### src/arr_defines.svh
// register offsets, field positions, reset values and timing counts of
// the auto-restart controller; assumes a 40 MHz system clock
`ifndef ARR_DEFINES_SVH
`define ARR_DEFINES_SVH

// byte offsets on the register bus
`define ARR_ADDR_W 5
`define ARR_OFF_CFG 5'h00
`define ARR_OFF_DELAY 5'h04
`define ARR_OFF_CURLIM 5'h08
`define ARR_OFF_STATUS 5'h0C
`define ARR_OFF_IRQ_STAT 5'h10
`define ARR_OFF_IRQ_MASK 5'h14
`define ARR_OFF_CMD 5'h18

// field positions
`define ARR_CFG_TRY_LSB 0
`define ARR_CFG_SS_LSB 8
`define ARR_ST_REMAIN_LSB 0
`define ARR_ST_STATE_LSB 4
`define ARR_ST_LOCK_BIT 8
`define ARR_CMD_RESET_BIT 0
`define ARR_IRQ_TRIP 0
`define ARR_IRQ_RESTART 1
`define ARR_IRQ_LOCK 2
`define ARR_IRQ_RESTORE 3

// limits and reset values (delay counted in 0.1 s steps)
`define ARR_TRY_RST 10'h000
`define ARR_TRY_MAX 10'h00A
`define ARR_DELAY_RST 10'h00A
`define ARR_DELAY_MAX 10'h258
`define ARR_CUR_RST 10'h064
`define ARR_CUR_MIN 10'h050
`define ARR_CUR_MAX 10'h0C8
`define ARR_SS_RST 4'h0
`define ARR_ZERO 10'h000

// timing
`define ARR_CLK_HZ 40000000
`define ARR_TICK_MS 100
`define ARR_TICK_CYCLES (`ARR_CLK_HZ / 1000 * `ARR_TICK_MS)
`define ARR_WATCH_S 30
`define ARR_WATCH_TICKS (`ARR_WATCH_S * 1000 / `ARR_TICK_MS)

`endif

### src/arr_pkg.sv
// types of the auto-restart controller
// assumes arr_defines.svh is reachable by bare name
package arr_pkg;
  `include "arr_defines.svh"

  typedef enum logic [2:0]
  {
    ARR_IDLE = 3'h0,
    ARR_WAIT = 3'h1,
    ARR_SEARCH = 3'h3,
    ARR_WATCH = 3'h2,
    ARR_LOCK = 3'h6
  } arr_state_t;

  typedef struct packed
  {
    arr_state_t st;
    logic [3:0] remain;
    logic [3:0] max_try;
    logic [9:0] delay;
    logic [7:0] cur_lim;
    logic [3:0] ss_sel;
    logic [9:0] tcnt;
    logic [3:0] irq_stat;
    logic [3:0] irq_mask;
    logic aw_got;
    logic w_got;
    logic [`ARR_ADDR_W-1:0] awaddr;
    logic [31:0] wdata;
    logic [3:0] wstrb;
    logic bvalid;
    logic [1:0] bresp;
    logic rvalid;
    logic [31:0] rdata;
    logic [1:0] rresp;
    logic restart;
  } arr_regs_t;

  typedef struct packed
  {
    logic [31:0] cnt;
    logic tick;
  } arr_tick_regs_t;
endpackage

### src/arr_tick.sv
// 0.1 s timebase: one-cycle tick every CYCLES clocks
// assumes the system clock and synchronous active-low reset
`timescale 1ns/10ps
`default_nettype none
module arr_tick
#(
  parameter int unsigned CYCLES = 4000000
)
(
  // clock and reset
  input wire logic aclk,
  input wire logic aresetn,
  // timebase
  output logic tick
);
  import arr_pkg::*;

  arr_tick_regs_t s_reg;
  arr_tick_regs_t s_next;

  always_comb
  begin
    s_next = s_reg;
    s_next.tick = 1'b0;
    if (s_reg.cnt >= 32'(CYCLES - 1))
    begin
      s_next.cnt = 32'h0;
      s_next.tick = 1'b1;
    end
    else
      s_next.cnt = s_reg.cnt + 32'h1;
  end

  always_ff @(posedge aclk)
  begin
    if (!aresetn)
      s_reg <= '0;
    else
      s_reg <= s_next;
  end

  assign tick = s_reg.tick;
endmodule // arr_tick
`default_nettype wire

### src/arr_ctrl.sv
// auto-restart controller: trip handling, restart delay, try counter,
// speed-search launch, AXI4-Lite registers and interrupt
// assumes trip inputs are synchronous one-cycle pulses with cause levels
// valid in the same cycle
//
// Decided for this implementation: the AXI4-Lite slave port and the address map.
`timescale 1ns/10ps
`default_nettype none
`include "arr_defines.svh"
module arr_ctrl
#(
  parameter int unsigned TICK_CYCLES = `ARR_TICK_CYCLES
)
(
  // clock and reset
  input wire logic aclk,
  input wire logic aresetn,
  // axi4-lite write
  input wire logic [`ARR_ADDR_W-1:0] s_axi_awaddr,
  input wire logic s_axi_awvalid,
  output logic s_axi_awready,
  input wire logic [31:0] s_axi_wdata,
  input wire logic [3:0] s_axi_wstrb,
  input wire logic s_axi_wvalid,
  output logic s_axi_wready,
  output logic [1:0] s_axi_bresp,
  output logic s_axi_bvalid,
  input wire logic s_axi_bready,
  // axi4-lite read
  input wire logic [`ARR_ADDR_W-1:0] s_axi_araddr,
  input wire logic s_axi_arvalid,
  output logic s_axi_arready,
  output logic [31:0] s_axi_rdata,
  output logic [1:0] s_axi_rresp,
  output logic s_axi_rvalid,
  input wire logic s_axi_rready,
  // trip protection side
  input wire logic trip,
  input wire logic trip_undervolt,
  input wire logic emergency_stop_trip,
  input wire logic fault_reset_term,
  // speed search side
  input wire logic search_done,
  output logic restart_start,
  output logic search_active,
  output logic [7:0] search_current_limit,
  output logic [3:0] speed_search_select,
  // status
  output logic restart_pending,
  output logic drive_inhibit,
  output logic [3:0] restart_try_count,
  output logic irq
);
  import arr_pkg::*;
  arr_regs_t s_reg;
  arr_regs_t s_next;
  logic tick;
  function automatic logic [9:0] arr_clamp(input logic [9:0] v,
    input logic [9:0] lo, input logic [9:0] hi);
    if (v < lo)
      return lo;
    else if (v > hi)
      return hi;
    return v;
  endfunction
  function automatic logic [31:0] arr_merge(input logic [31:0] old,
    input logic [31:0] nw, input logic [3:0] strb);
    logic [31:0] r;
    r = old;
    for (int i = 0; i < 4; i++)
      if (strb[i])
        r[8*i +: 8] = nw[8*i +: 8];
    return r;
  endfunction
  arr_tick #(.CYCLES(TICK_CYCLES)) u_tick
  (
    .aclk(aclk),
    .aresetn(aresetn),
    .tick(tick)
  );
  logic do_wr;
  logic wr_ok;
  logic fault_any;
  logic [31:0] wv;
  logic [31:0] rd;
  logic rd_ok;
  logic [3:0] irq_set;
  logic [3:0] irq_clr;
  logic [9:0] tmp;
  logic [`ARR_ADDR_W-1:0] wa;
  logic [`ARR_ADDR_W-1:0] ra;
  always_comb
  begin
    s_next = s_reg;
    irq_set = 4'h0;
    irq_clr = 4'h0;
    fault_any = fault_reset_term;
    s_next.restart = 1'b0;
    wa = {s_reg.awaddr[`ARR_ADDR_W-1:2], 2'b00};
    ra = {s_axi_araddr[`ARR_ADDR_W-1:2], 2'b00};
    wv = 32'h0;
    tmp = 10'h000;
    rd = 32'h0;
    rd_ok = 1'b1;
    wr_ok = 1'b1;
    // write channel capture, either order
    if (s_axi_awvalid && s_axi_awready)
    begin
      s_next.aw_got = 1'b1;
      s_next.awaddr = s_axi_awaddr;
    end
    if (s_axi_wvalid && s_axi_wready)
    begin
      s_next.w_got = 1'b1;
      s_next.wdata = s_axi_wdata;
      s_next.wstrb = s_axi_wstrb;
    end
    do_wr = s_reg.aw_got && s_reg.w_got && !s_reg.bvalid;
    if (s_axi_bvalid && s_axi_bready)
      s_next.bvalid = 1'b0;
    if (do_wr)
    begin
      s_next.aw_got = 1'b0;
      s_next.w_got = 1'b0;
      s_next.bvalid = 1'b1;
      if (wa == `ARR_OFF_CFG)
      begin
        wv = arr_merge({20'h0, s_reg.ss_sel, 4'h0, s_reg.max_try},
          s_reg.wdata, s_reg.wstrb);
        tmp = arr_clamp({6'h0, wv[`ARR_CFG_TRY_LSB +: 4]},
          `ARR_ZERO, `ARR_TRY_MAX);
        s_next.max_try = tmp[3:0];
        s_next.ss_sel = wv[`ARR_CFG_SS_LSB +: 4];
      end
      else if (wa == `ARR_OFF_DELAY)
      begin
        wv = arr_merge({22'h0, s_reg.delay}, s_reg.wdata, s_reg.wstrb);
        s_next.delay = arr_clamp(wv[9:0], `ARR_ZERO, `ARR_DELAY_MAX);
      end
      else if (wa == `ARR_OFF_CURLIM)
      begin
        wv = arr_merge({24'h0, s_reg.cur_lim}, s_reg.wdata, s_reg.wstrb);
        tmp = arr_clamp({2'h0, wv[7:0]}, `ARR_CUR_MIN, `ARR_CUR_MAX);
        s_next.cur_lim = tmp[7:0];
      end
      else if (wa == `ARR_OFF_IRQ_STAT)
      begin
        if (s_reg.wstrb[0])
          irq_clr = s_reg.wdata[3:0];
      end
      else if (wa == `ARR_OFF_IRQ_MASK)
      begin
        if (s_reg.wstrb[0])
          s_next.irq_mask = s_reg.wdata[3:0];
      end
      else if (wa == `ARR_OFF_CMD)
      begin
        if (s_reg.wstrb[0] && s_reg.wdata[`ARR_CMD_RESET_BIT])
          fault_any = 1'b1;
      end
      else if (wa != `ARR_OFF_STATUS)
        wr_ok = 1'b0;
      s_next.bresp = wr_ok ? 2'b00 : 2'b10;
    end
    // read channel
    if (s_axi_rvalid && s_axi_rready)
      s_next.rvalid = 1'b0;
    if (s_axi_arvalid && s_axi_arready)
    begin
      if (ra == `ARR_OFF_CFG)
        rd = {20'h0, s_reg.ss_sel, 4'h0, s_reg.max_try};
      else if (ra == `ARR_OFF_DELAY)
        rd = {22'h0, s_reg.delay};
      else if (ra == `ARR_OFF_CURLIM)
        rd = {24'h0, s_reg.cur_lim};
      else if (ra == `ARR_OFF_STATUS)
        rd = {23'h0, s_reg.st == ARR_LOCK, 1'b0, s_reg.st, s_reg.remain};
      else if (ra == `ARR_OFF_IRQ_STAT)
        rd = {28'h0, s_reg.irq_stat};
      else if (ra == `ARR_OFF_IRQ_MASK)
        rd = {28'h0, s_reg.irq_mask};
      else if (ra != `ARR_OFF_CMD)
        rd_ok = 1'b0;
      s_next.rvalid = 1'b1;
      s_next.rdata = rd;
      s_next.rresp = rd_ok ? 2'b00 : 2'b10;
    end
    // restart sequencer
    if (tick && s_reg.st inside {ARR_WAIT, ARR_WATCH})
      s_next.tcnt = s_reg.tcnt + 10'h001;
    case (s_reg.st)
      ARR_WAIT:
      begin
        if (s_reg.remain == 4'h0)
          s_next.st = ARR_LOCK;
        else if (s_reg.tcnt >= s_reg.delay)
        begin
          s_next.st = ARR_SEARCH;
          s_next.restart = 1'b1;
          s_next.remain = s_reg.remain - 4'h1;
          irq_set[`ARR_IRQ_RESTART] = 1'b1;
        end
      end
      ARR_SEARCH:
      begin
        if (search_done)
        begin
          s_next.st = ARR_WATCH;
          s_next.tcnt = 10'h000;
        end
      end
      ARR_WATCH:
      begin
        if (s_reg.tcnt >= 10'(`ARR_WATCH_TICKS))
        begin
          s_next.st = ARR_IDLE;
          s_next.remain = s_reg.max_try;
          irq_set[`ARR_IRQ_RESTORE] = 1'b1;
        end
      end
      ARR_LOCK:
      begin
        if (fault_any)
          s_next.st = ARR_IDLE;
      end
      default:
      begin
        s_next.st = ARR_IDLE;
      end
    endcase
    if (trip && s_reg.st != ARR_WAIT && s_reg.st != ARR_LOCK)
    begin
      irq_set[`ARR_IRQ_TRIP] = 1'b1;
      s_next.tcnt = 10'h000;
      s_next.remain = s_reg.remain;
      if (trip_undervolt || emergency_stop_trip || s_reg.remain == 4'h0)
      begin
        s_next.st = ARR_LOCK;
        irq_set[`ARR_IRQ_LOCK] = 1'b1;
      end
      else
        s_next.st = ARR_WAIT;
    end
    if (fault_any)
      s_next.remain = s_reg.max_try;
    // set wins over clear
    s_next.irq_stat = (s_reg.irq_stat & ~irq_clr) | irq_set;
  end
  always_ff @(posedge aclk)
  begin
    if (!aresetn)
    begin
      s_reg <= '0;
      s_reg.st <= ARR_IDLE;
      s_reg.remain <= 4'(`ARR_TRY_RST);
      s_reg.max_try <= 4'(`ARR_TRY_RST);
      s_reg.delay <= `ARR_DELAY_RST;
      s_reg.cur_lim <= 8'(`ARR_CUR_RST);
      s_reg.ss_sel <= `ARR_SS_RST;
    end
    else
      s_reg <= s_next;
  end
  assign s_axi_awready = !s_reg.aw_got && !s_reg.bvalid;
  assign s_axi_wready = !s_reg.w_got && !s_reg.bvalid;
  assign s_axi_bvalid = s_reg.bvalid;
  assign s_axi_bresp = s_reg.bresp;
  assign s_axi_arready = !s_reg.rvalid;
  assign s_axi_rvalid = s_reg.rvalid;
  assign s_axi_rdata = s_reg.rdata;
  assign s_axi_rresp = s_reg.rresp;
  assign restart_start = s_reg.restart;
  assign search_active = s_reg.st == ARR_SEARCH;
  assign search_current_limit = s_reg.cur_lim;
  assign speed_search_select = s_reg.ss_sel;
  assign restart_pending = s_reg.st == ARR_WAIT;
  assign drive_inhibit = s_reg.st == ARR_LOCK;
  assign restart_try_count = s_reg.remain;
  assign irq = |(s_reg.irq_stat & s_reg.irq_mask);
endmodule // arr_ctrl
`default_nettype wire

### config.mk
export PLATFORM = sky130hd
export DESIGN_NAME = arr_ctrl
export DESIGN_NICKNAME = d
export VERILOG_FILES = /design/src/arr_pkg.sv /design/src/arr_tick.sv /design/src/arr_ctrl.sv
export VERILOG_INCLUDE_DIRS = /design/src
export SDC_FILE = /design/constraint.sdc
export NUM_CORES = 1
export LEC_CHECK = 0
export ABC_AREA = 1
export BUFFER_PORTS_ARGS = -buffer_cell sky130_fd_sc_hd__buf_2
export CAP_MARGIN = 20
export CELL_PAD_IN_SITES_DETAIL_PLACEMENT = 1
export CELL_PAD_IN_SITES_GLOBAL_PLACEMENT = 1
export CORE_MARGIN = 5
export CORE_UTILIZATION = 43
export CTS_CLUSTER_DIAMETER = 200
export DETAILED_ROUTE_END_ITERATION = 12
export PLACE_DENSITY = 0.89
export SLEW_MARGIN = 30
export SYNTH_ARGS = -nofsm -noshare
export SYNTH_HDL_FRONTEND = slang
export SYNTH_SLANG_ARGS = --single-unit
export TNS_END_PERCENT = 5
### constraint.sdc
create_clock -name aclk -period 4.2 [get_ports aclk]
set_input_delay 0.84 -clock aclk [delete_from_list [all_inputs] [get_ports aclk]]
set_output_delay 0.84 -clock aclk [all_outputs]
set_load 0.02 [all_outputs]
==> flow_summary.toml, run 1 <==
[cts]
clock_latency_ns = 0.43
clock-sinks = 120
cts_setup_buffers = 0
cts_max_path_buffers = 2
clk_pin_slew_worst_paths_ns = 0.06
ctsResizeCount = 0
root_buffer = "clkbuf_16"
cts_buffers = 17
cts_hold_buffers = 0
htreeDepth = 4
cts_tree = "yes"

[synth]
syn-instance-count = 862
netlist_area_um2 = 6230
synthFlopType = "dfxtp_1"
ys_warn_count = 0
ys_seq_area_share_pct = 38.5
ys_seq_elements = 120
ys_async_sr_fraction_pct = 0
synth_edf_count = 0
yosysUniqueCellTypes = 47
syn_avg_cell_area_um2 = 7.23

[setup_path]
cp-start-kind = "flop"
cp.required_ns = 4.52
crit_chain = "ha_1, nand3_2, nor3_2, o21ai_0, nand3_1, nand2_1, nand3_1, nor3_1"
cpLargestDelayFamily = "simple AND/OR/NAND/NOR gates"
cpMostUsedCell = "nand3_1"
critPathCaptureType = "flop"
max_stage_delay_ns = 0.63
cp.arrival_ns = 2.54
path_class = "flop to flop"
critical-path-slowest-cell = "nand3_1"
cp.buffers_inverters = 0
cp_max_fo = 22

[routing]
wl_per_cell_um = 16.5
ant_nets = 0
drt-initial-drc-count = 338
drtPass1Iterations = 5
drcViolationCount = 0
routed_wl_mm = 18.3
avgViaCountPerCell = 5.27
vias = 5853

[finish]
largest_reg_flops = 54
layout-drive-gt1-share_pct = 15.5
multi_input_area_um2 = 3080
fillers = 1857
fin_nets = 987
area_delta_synth_final_pct = 13.4
seq_area_um2 = 2400
diodes = 0

[place]
place_ws_ns = 1.78
numPortBuffers = 71
hpwlAfterDp_mm = 12.9
gp_congestion = 0.895

[sta]
slew_headroom_pct = 38.7
finalHoldViolations = 0
slew_violations = 0
max_freq_ghz = 0.451
finalCritPeriodShare_pct = 52.8
layout_min_cycle_time_ns = 2.22
finalSetupTns_ns = 0
finalSetupViolations = 0
fin_ws_ns = 1.98
skew_ns = 0.0113
tightestPinTransition_ns = 0.917
rsz0062_at_grt = "no"

[grt]
antenna_found_initial = 0
grt_pass1_vias = 5839
grt_pass1_wl_mm = 29.1
grt_max_degree = 48
groute.usage.overall_pct = 21.9
gr-total-overflow = 0

[power]
p_sw_mw = 0.844
leakagePower_nw = 3.08
p_per_area_nw_per_um2 = 433
power_switching_share_pct = 27.6
p_seq_share_pct = 40.4
vdd_drop_max_uv = 259
intPower_mw = 2.22
clkPwrFrac_pct = 47.6
power_frac_comb_pct = 12.0

[flow_run]
drv_cap = 0

[floorplan]
core-area_um2 = 14400
ios = 120
rows = 44
dieArea_um2 = 17000
initial_utilization_pct = 43.4
fp.dieH_um = 130
dieWidth_um = 130

[hold_path]
hold_class = "flop to flop"

[run_status]
status = "complete, no violations"
## cell families (layout without fill, tap and decap cells)
group	after synthesis	count (layout)	synth area share (%)
xor+xnor	17	17	2.39
flops	120	120	38.5
simple gates	358	358	26.5
fa+ha+maj	15	15	3.01
other cells	1	32	0.0602
compound gates	174	174	15.5
buf+inv	177	211	14.0
## metrics by stage
| step | cell area (µm²) | utilization, % | hold slack, ns | cells | total power [mW] |
|---|---|---|---|---|---|
| final | 7070 | 49.2 | 0.466 | 1111 | 3.06 |
| after global routing | 7070 | 49.2 | 0.486 | 1111 | 3.18 |
| after CTS | 7070 | 49.2 | 0.471 | 1111 | 3.07 |
| after detailed placement | 6470 | 45.1 | 0.459 | 1079 | 1.61 |
| after global placement | 6470 | 45.1 | 0.441 | 1079 | 1.60 |
| after floorplan | 6350 | - | 0.429 | 893 | 1.54 |
## power by group through the flow
stage          clock, mW  combinational (mW)  sequential (mW)
6_report            1.46               0.368             1.24
2_1_floorplan          0               0.294             1.24
3_3_place_gp           0               0.347             1.26
4_1_cts             1.47               0.366             1.23
3_5_place_dp           0               0.357             1.26
5_1_grt             1.52               0.410             1.24
## per-layer routing
layer  up-vias  part of all wire, %  track usage [%]
met1      2822                   44             27.9
met5         -                    0                0
li1       2843                    -                -
met2       149                   48             36.0
met4         0                  2.3             7.92
met3        39                  5.8             5.85
## final cells by class
type / count / share of cell area [%]
Sequential cell: 120 / 34.0
Clock inverter: 10 / 1.68
Clock buffer: 22 / 6.71
Tap cell: 184 / 3.26
Inverter: 107 / 5.70
Multi-Input combinational cell: 596 / 43.5
Timing Repair Buffer: 72 / 5.13
## path summary, 6_finish.rpt
check | start | to | slack [ns] | cells after the start
setup / recovery | u_tick.s_reg[1] | u_tick.s_reg[14] | 1.98 | 8
hold / removal | s_axi_rdata[5] | s_axi_rdata[5] | 0.47 | 2
setup reg to reg | u_tick.s_reg[1] | u_tick.s_reg[14] | 1.98 | 8
hold reg to reg | s_axi_rdata[5] | s_axi_rdata[5] | 0.47 | 2
## layout by cell type, fill, tap and decap left out, types with 8 or more instances in the layout
| cell | instances |
|---|---|
| conb_1 | 32 |
| buf_2 | 71 |
| o22ai_1 | 8 |
| nand3_1 | 32 |
| xor2_1 | 10 |
| a21oi_1 | 63 |
| nor3_1 | 16 |
| nand2_1 | 140 |
| ha_1 | 15 |
| nand4_1 | 11 |
| dfxtp_1 | 120 |
| clkbuf_16 | 17 |
| inv_1 | 95 |
| o21ai_0 | 69 |
| inv_2 | 9 |
| nor2_1 | 115 |
## worst reg2reg max path, cell delays in order (launching register included)
cell     delay [ns]
dfxtp_1        0.34
ha_1           0.24
nand3_2        0.12
nor3_2         0.06
o21ai_0        0.16
nand3_1        0.11
nand2_1        0.10
nand3_1        0.63
nor3_1         0.36
## cell usage after synthesis, types with 6 or more instances
master	count	share of area, %
ha_1	15	3.0
nor2_1	115	6.9
buf_4	54	6.5
inv_2	8	0.48
nand2_1	140	8.4
nor3_2	7	1.1
a211oi_1	7	0.84
o22ai_1	8	0.80
nor3_1	16	1.3
a31oi_1	6	0.60
o21ai_0	69	5.5
inv_1	96	5.8
dfxtp_1	120	39
a21oi_1	63	5.1
clkbuf_1	13	0.78
o21ai_1	6	0.48
xnor2_1	7	0.98
nand3_1	32	2.6
nand4_1	11	1.1
xor2_1	10	1.4
Power figures use the tool's default switching activity.
==> inputs of run 2 (changes only) <==
--- a/config.mk
+++ b/config.mk
@@ -12,10 +12,10 @@
 export CELL_PAD_IN_SITES_DETAIL_PLACEMENT = 1
 export CELL_PAD_IN_SITES_GLOBAL_PLACEMENT = 1
 export CORE_MARGIN = 5
-export CORE_UTILIZATION = 43
+export CORE_UTILIZATION = 36
 export CTS_CLUSTER_DIAMETER = 200
 export DETAILED_ROUTE_END_ITERATION = 12
-export PLACE_DENSITY = 0.89
+export PLACE_DENSITY = 0.79
 export SLEW_MARGIN = 30
 export SYNTH_ARGS = -nofsm -noshare
 export SYNTH_HDL_FRONTEND = slang
==> constraint.sdc (replaced) <==
create_clock -name aclk -period 1.8 [get_ports aclk]
set_input_delay 0.36 -clock aclk [delete_from_list [all_inputs] [get_ports aclk]]
set_output_delay 0.36 -clock aclk [all_outputs]
set_load 0.02 [all_outputs]
==> flow_summary.toml, run 2 (synthesis results as in run 1) <==
[grt]
gr-total-overflow = 0
groute.usage.overall_pct = 18.4
antenna_found_initial = 0
grt_max_degree = 31
grt_pass1_vias = 5896
grt_pass1_wl_mm = 29.6

[hold_path]
holdCritStartpoint = "s_axi_wdata[10]"
min_path_cells = 3
min_to = "s_reg[53]"
hold_class = "primary input to flop"

[finish]
layout-drive-gt1-share_pct = 20.7
fin_nets = 1017
mostFrequentLayoutCell = "nand2_1"
layout_common_cells = "nand2_1, dfxtp_1, nor2_1, inv_1, buf_2"
area_delta_synth_final_pct = 20.2
diodes = 0
largest_reg_flops = 54
final_area_um2 = 7490

[setup_path]
rrSetupSlack_ns = 0.05
max_stage_delay_ns = 0.41
cpMostUsedCell = "nand3_2"
critPathCaptureType = "flop"
cpLargestDelayFamily = "simple AND/OR/NAND/NOR gates"
cp.buffers_inverters = 1
r2r_start = "s_reg[132]"
cp.required_ns = 2.11
critical-path-slowest-cell = "a211oi_1"
reg2reg_depth = 5
crit_chain = "inv_1, nand3_2, nand3_2, nand3_1, a211oi_1"
cp-start-kind = "flop"
path_class = "flop to flop"
r2r_end = "s_reg[98]"
cp_max_fo = 10
cp.arrival_ns = 2.05
crit_start = "s_reg[132]"

[floorplan]
rows = 48
ios = 120
core-area_um2 = 17100
fp.dieH_um = 142
dieWidth_um = 142
initial_utilization_pct = 36.4
dieArea_um2 = 20000

[power]
power_frac_comb_pct = 12.8
leakagePower_nw = 3.27
p_sw_mw = 1.93
vdd_drop_max_uv = 771
p_per_area_nw_per_um2 = 955
clkPwrFrac_pct = 47.0
p_seq_share_pct = 40.2
intPower_mw = 5.22
power_switching_share_pct = 27.0

[cts]
clock_latency_ns = 0.42
cts_buffers = 17
cts_tree = "yes"
htreeDepth = 4
root_buffer = "clkbuf_16"
clk_pin_slew_worst_paths_ns = 0.06
clock-sinks = 120
cts_max_path_buffers = 2

[sta]
slew_violations = 0
max_freq_ghz = 0.573
finalHoldViolations = 0
finalCritPeriodShare_pct = 97.0
finalSetupTns_ns = 0
skew_ns = 0.00864
rsz0062_at_grt = "yes"
fin_ws_ns = 0.0536
layout_min_cycle_time_ns = 1.75
finalSetupViolations = 0

[routing]
drtPass1Iterations = 4
avgViaCountPerCell = 4.97
drcViolationCount = 0
vias = 5862
wl_per_cell_um = 15.5
drt-initial-drc-count = 308
routed_wl_mm = 18.3
ant_nets = 0

[flow_run]
drv_cap = 0

[place]
dpl-instance-area_um2 = 6760
numPortBuffers = 71
gp_congestion = 0.869
place_ws_ns = 0.0260
hpwlAfterDp_mm = 13.7

[run_status]
status = "complete, no violations"
## run 2: metal layers
metal | vias up | GRT usage [%] | part of all wire [%]
met5 | - | 0 | 0
met3 | 20 | 4.85 | 6.2
met4 | 0 | 5.35 | 1.3
met1 | 2810 | 24.3 | 45
met2 | 124 | 29.8 | 48
li1 | 2908 | - | -
## run 2: worst reg2reg max path, cell delays in order (launching register included)
cell and delay (ns):
dfxtp_1 0.32, inv_1 0.16, nand3_2 0.17, nand3_2 0.21, nand3_1 0.36, a211oi_1 0.41
## run 2: stage by stage
stage	instances	total power, mW	utilization (%)	hold WS, ns
floorplan	893	3.58	-	0.429
global placement	1148	3.78	39.5	0.443
detailed placement	1148	3.80	39.5	0.453
CTS	1178	7.20	42.9	0.174
global route	1180	7.46	43.8	0.199
finish	1180	7.15	43.8	0.186
## run 2: what timing repair did
action / CTS / global route
resized for setup: 2 / 32
buffers inserted: 0 / 1
pin swaps: 0 / 4
cloned: 0 / 1
hold buffers: 0 / 0
endpoints found under the hold margin: 0 / 0
setup endpoints to repair: 2 / 35
## run 2: area by class of cell
class                      instances  area, µm²
fill                            2199       9630
inverter                         107        403
tap                              225        282
clock buffer                      23        488
clock inverter                     7       93.8
sequential                       120       2410
timing repair buffer             102        633
multi-input combinational        596       3180
## run 2: power groups by stage
stage / registers, mW / logic, mW / clock network [mW]
after floorplan: 2.90 / 0.687 / 0
after global placement: 2.92 / 0.860 / 0
after detailed placement: 2.92 / 0.879 / 0
after CTS: 2.87 / 0.894 / 3.44
after global routing: 2.89 / 1.02 / 3.55
final: 2.87 / 0.914 / 3.36
## run 2: worst max-delay path by stage
stage	to	slack, ns	depth (start not counted)
after floorplan	restart_try_count[0]	0.24	14
after CTS	u_tick.s_reg[21]	0.008	9
after detailed placement	restart_try_count[0]	0.03	11
after global routing	restart_try_count[0]	-0.07	13
final	s_reg[98]	0.05	5
after global placement	restart_try_count[1]	0.08	13
==> inputs of run 3 (changes only) <==
--- a/config.mk
+++ b/config.mk
@@ -7,14 +7,14 @@
 export NUM_CORES = 1
 export LEC_CHECK = 0
 export ABC_AREA = 1
-export BUFFER_PORTS_ARGS = -buffer_cell sky130_fd_sc_hd__buf_2
 export CAP_MARGIN = 20
 export CELL_PAD_IN_SITES_DETAIL_PLACEMENT = 1
 export CELL_PAD_IN_SITES_GLOBAL_PLACEMENT = 1
 export CORE_MARGIN = 5
-export CORE_UTILIZATION = 36
+export CORE_UTILIZATION = 41
 export CTS_CLUSTER_DIAMETER = 200
 export DETAILED_ROUTE_END_ITERATION = 12
+export DONT_BUFFER_PORTS = 1
 export PLACE_DENSITY = 0.79
 export SLEW_MARGIN = 30
 export SYNTH_ARGS = -nofsm -noshare
==> flow_summary.toml, run 3 (synthesis results as in run 1) <==
[finish]
largest_reg_flops = 54
fin_nets = 957
mostFrequentLayoutCell = "nand2_1"
layout-drive-gt1-share_pct = 15.7
diodes = 0
fillers = 1905
layout_common_cells = "nand2_1, dfxtp_1, nor2_1, inv_1, o21ai_0"
area_delta_synth_final_pct = 15.2

[cts]
cts_max_path_buffers = 2
root_buffer = "clkbuf_16"
cts_buffers = 17
cts_hold_buffers = 0
clk_pin_slew_worst_paths_ns = 0.05
clock-sinks = 120
cts_setup_buffers = 0
htreeDepth = 4
clock_latency_ns = 0.42
cts_tree = "yes"

[sta]
rsz0062_at_grt = "yes"
finalSetupViolations = 0
slew_violations = 0
hold_ws_ns = 0.0829
layout_min_cycle_time_ns = 1.72
max_freq_ghz = 0.581
finalCritPeriodShare_pct = 95.6
skew_ns = 0.00666
finalSetupTns_ns = 0
finalHoldViolations = 0

[power]
p_per_area_nw_per_um2 = 1020
leakagePower_nw = 3.03
vdd_drop_max_uv = 655

[routing]
drtPass1Iterations = 5
drcViolationCount = 0
routed_wl_mm = 18.2
ant_nets = 0
wl_per_cell_um = 16.8
drt-initial-drc-count = 314
vias = 5666
avgViaCountPerCell = 5.22

[setup_path]
path_class = "flop to flop"
r2r_start = "s_reg[130]"
critical-path-slowest-cell = "dfxtp_1"
cpLargestDelayFamily = "simple AND/OR/NAND/NOR gates"
cp.arrival_ns = 2.03
r2r_end = "s_reg[130]"
cp_max_fo = 8
max_stage_delay_ns = 0.41
rrSetupSlack_ns = 0.08
cp.required_ns = 2.11
critPathCaptureType = "flop"
crit_start = "s_reg[130]"
path_depth = 9
reg2reg_depth = 9
cp-start-kind = "flop"
cp.buffers_inverters = 2
crit_chain = "inv_2, nand3_1, nand3_2, inv_1, o21ai_1, nor2_1, nand2_1, nand2_1, nor2_1"
endpoint = "s_reg[130]"

[hold_path]
hold_class = "primary input to flop"

[run_status]
status = "complete, no violations"

[floorplan]
dieWidth_um = 133
fp.dieH_um = 133
ios = 120
initial_utilization_pct = 41.5
core-area_um2 = 15000
dieArea_um2 = 17800
rows = 45

[flow_run]
drv_cap = 0

[place]
numPortBuffers = 0
hpwlAfterDp_mm = 13.2
gp_congestion = 0.861

[grt]
grt_pass1_vias = 5823
gr-total-overflow = 0
grt_max_degree = 50
grt_pass1_wl_mm = 29.2
groute.usage.overall_pct = 20.4
antenna_found_initial = 0
==> run 3: worst min-delay path by stage <==
stage	slack, ns	cells past startpoint	from	end
after CTS	0.05	1	aresetn	s_reg[113]
after global placement	0.44	1	u_tick.s_reg[1]	u_tick.s_reg[1]
after global routing	0.06	1	aresetn	s_reg[113]
final	0.08	1	aresetn	s_reg[113]
after detailed placement	0.45	1	u_tick.s_reg[1]	u_tick.s_reg[1]
after floorplan	0.43	1	u_tick.s_reg[1]	u_tick.s_reg[1]
==> run 3: worst reg2reg max path: cells and delay by family (launching register included) <==
family	cells	cell delay [ns]
compound gates	1	0.12
simple gates	6	0.81
buf+inv	2	0.27
flops	1	0.41
==> run 3: stage by stage <==
step	power, mW	cell area [µm²]	util (%)	cells	setup WS, ns
6_report	7.35	7180	47.7	1085	0.0793
2_1_floorplan	3.58	6350	-	893	0.237
3_5_place_dp	3.73	6440	42.9	1053	0.00166
3_3_place_gp	3.71	6440	42.9	1053	0.0680
5_1_grt	7.65	7180	47.7	1085	-0.0638
4_1_cts	7.37	7080	47.1	1085	0.0186
==> run 3: cell type report <==
class	instances	area [µm²]	area share, %
clock buffers	19	453	6.31
well taps	188	235	3.28
flip-flops and latches	120	2410	33.6
repair buffers	42	328	4.57
multi-input cells	596	3170	44.2
inverters	107	403	5.61
clock inverters	13	176	2.46
==> run 3: power by group <==
group / internal (mW) / leakage [nW] / switching [mW]
Clock: 2.38 / 0.316 / 1.25
Combinational: 0.244 / 1.73 / 0.574
Sequential: 2.78 / 0.983 / 0.121
==> run 3: metal layers <==
layer  GRT usage [%]  vias to the layer above  part of all wire [%]
li1                -                     2793                     -
met1            26.5                     2705                    46
met2            33.7                      144                    47
met3            4.42                       24                   5.3
met4            6.91                        0                   1.5
met5               0                        -                     0
==> run 3: what timing repair did <==
action                     in CTS  in global routing
setup endpoints to repair       7                 50
pin swaps                       0                  4
gates resized for setup         2                 28
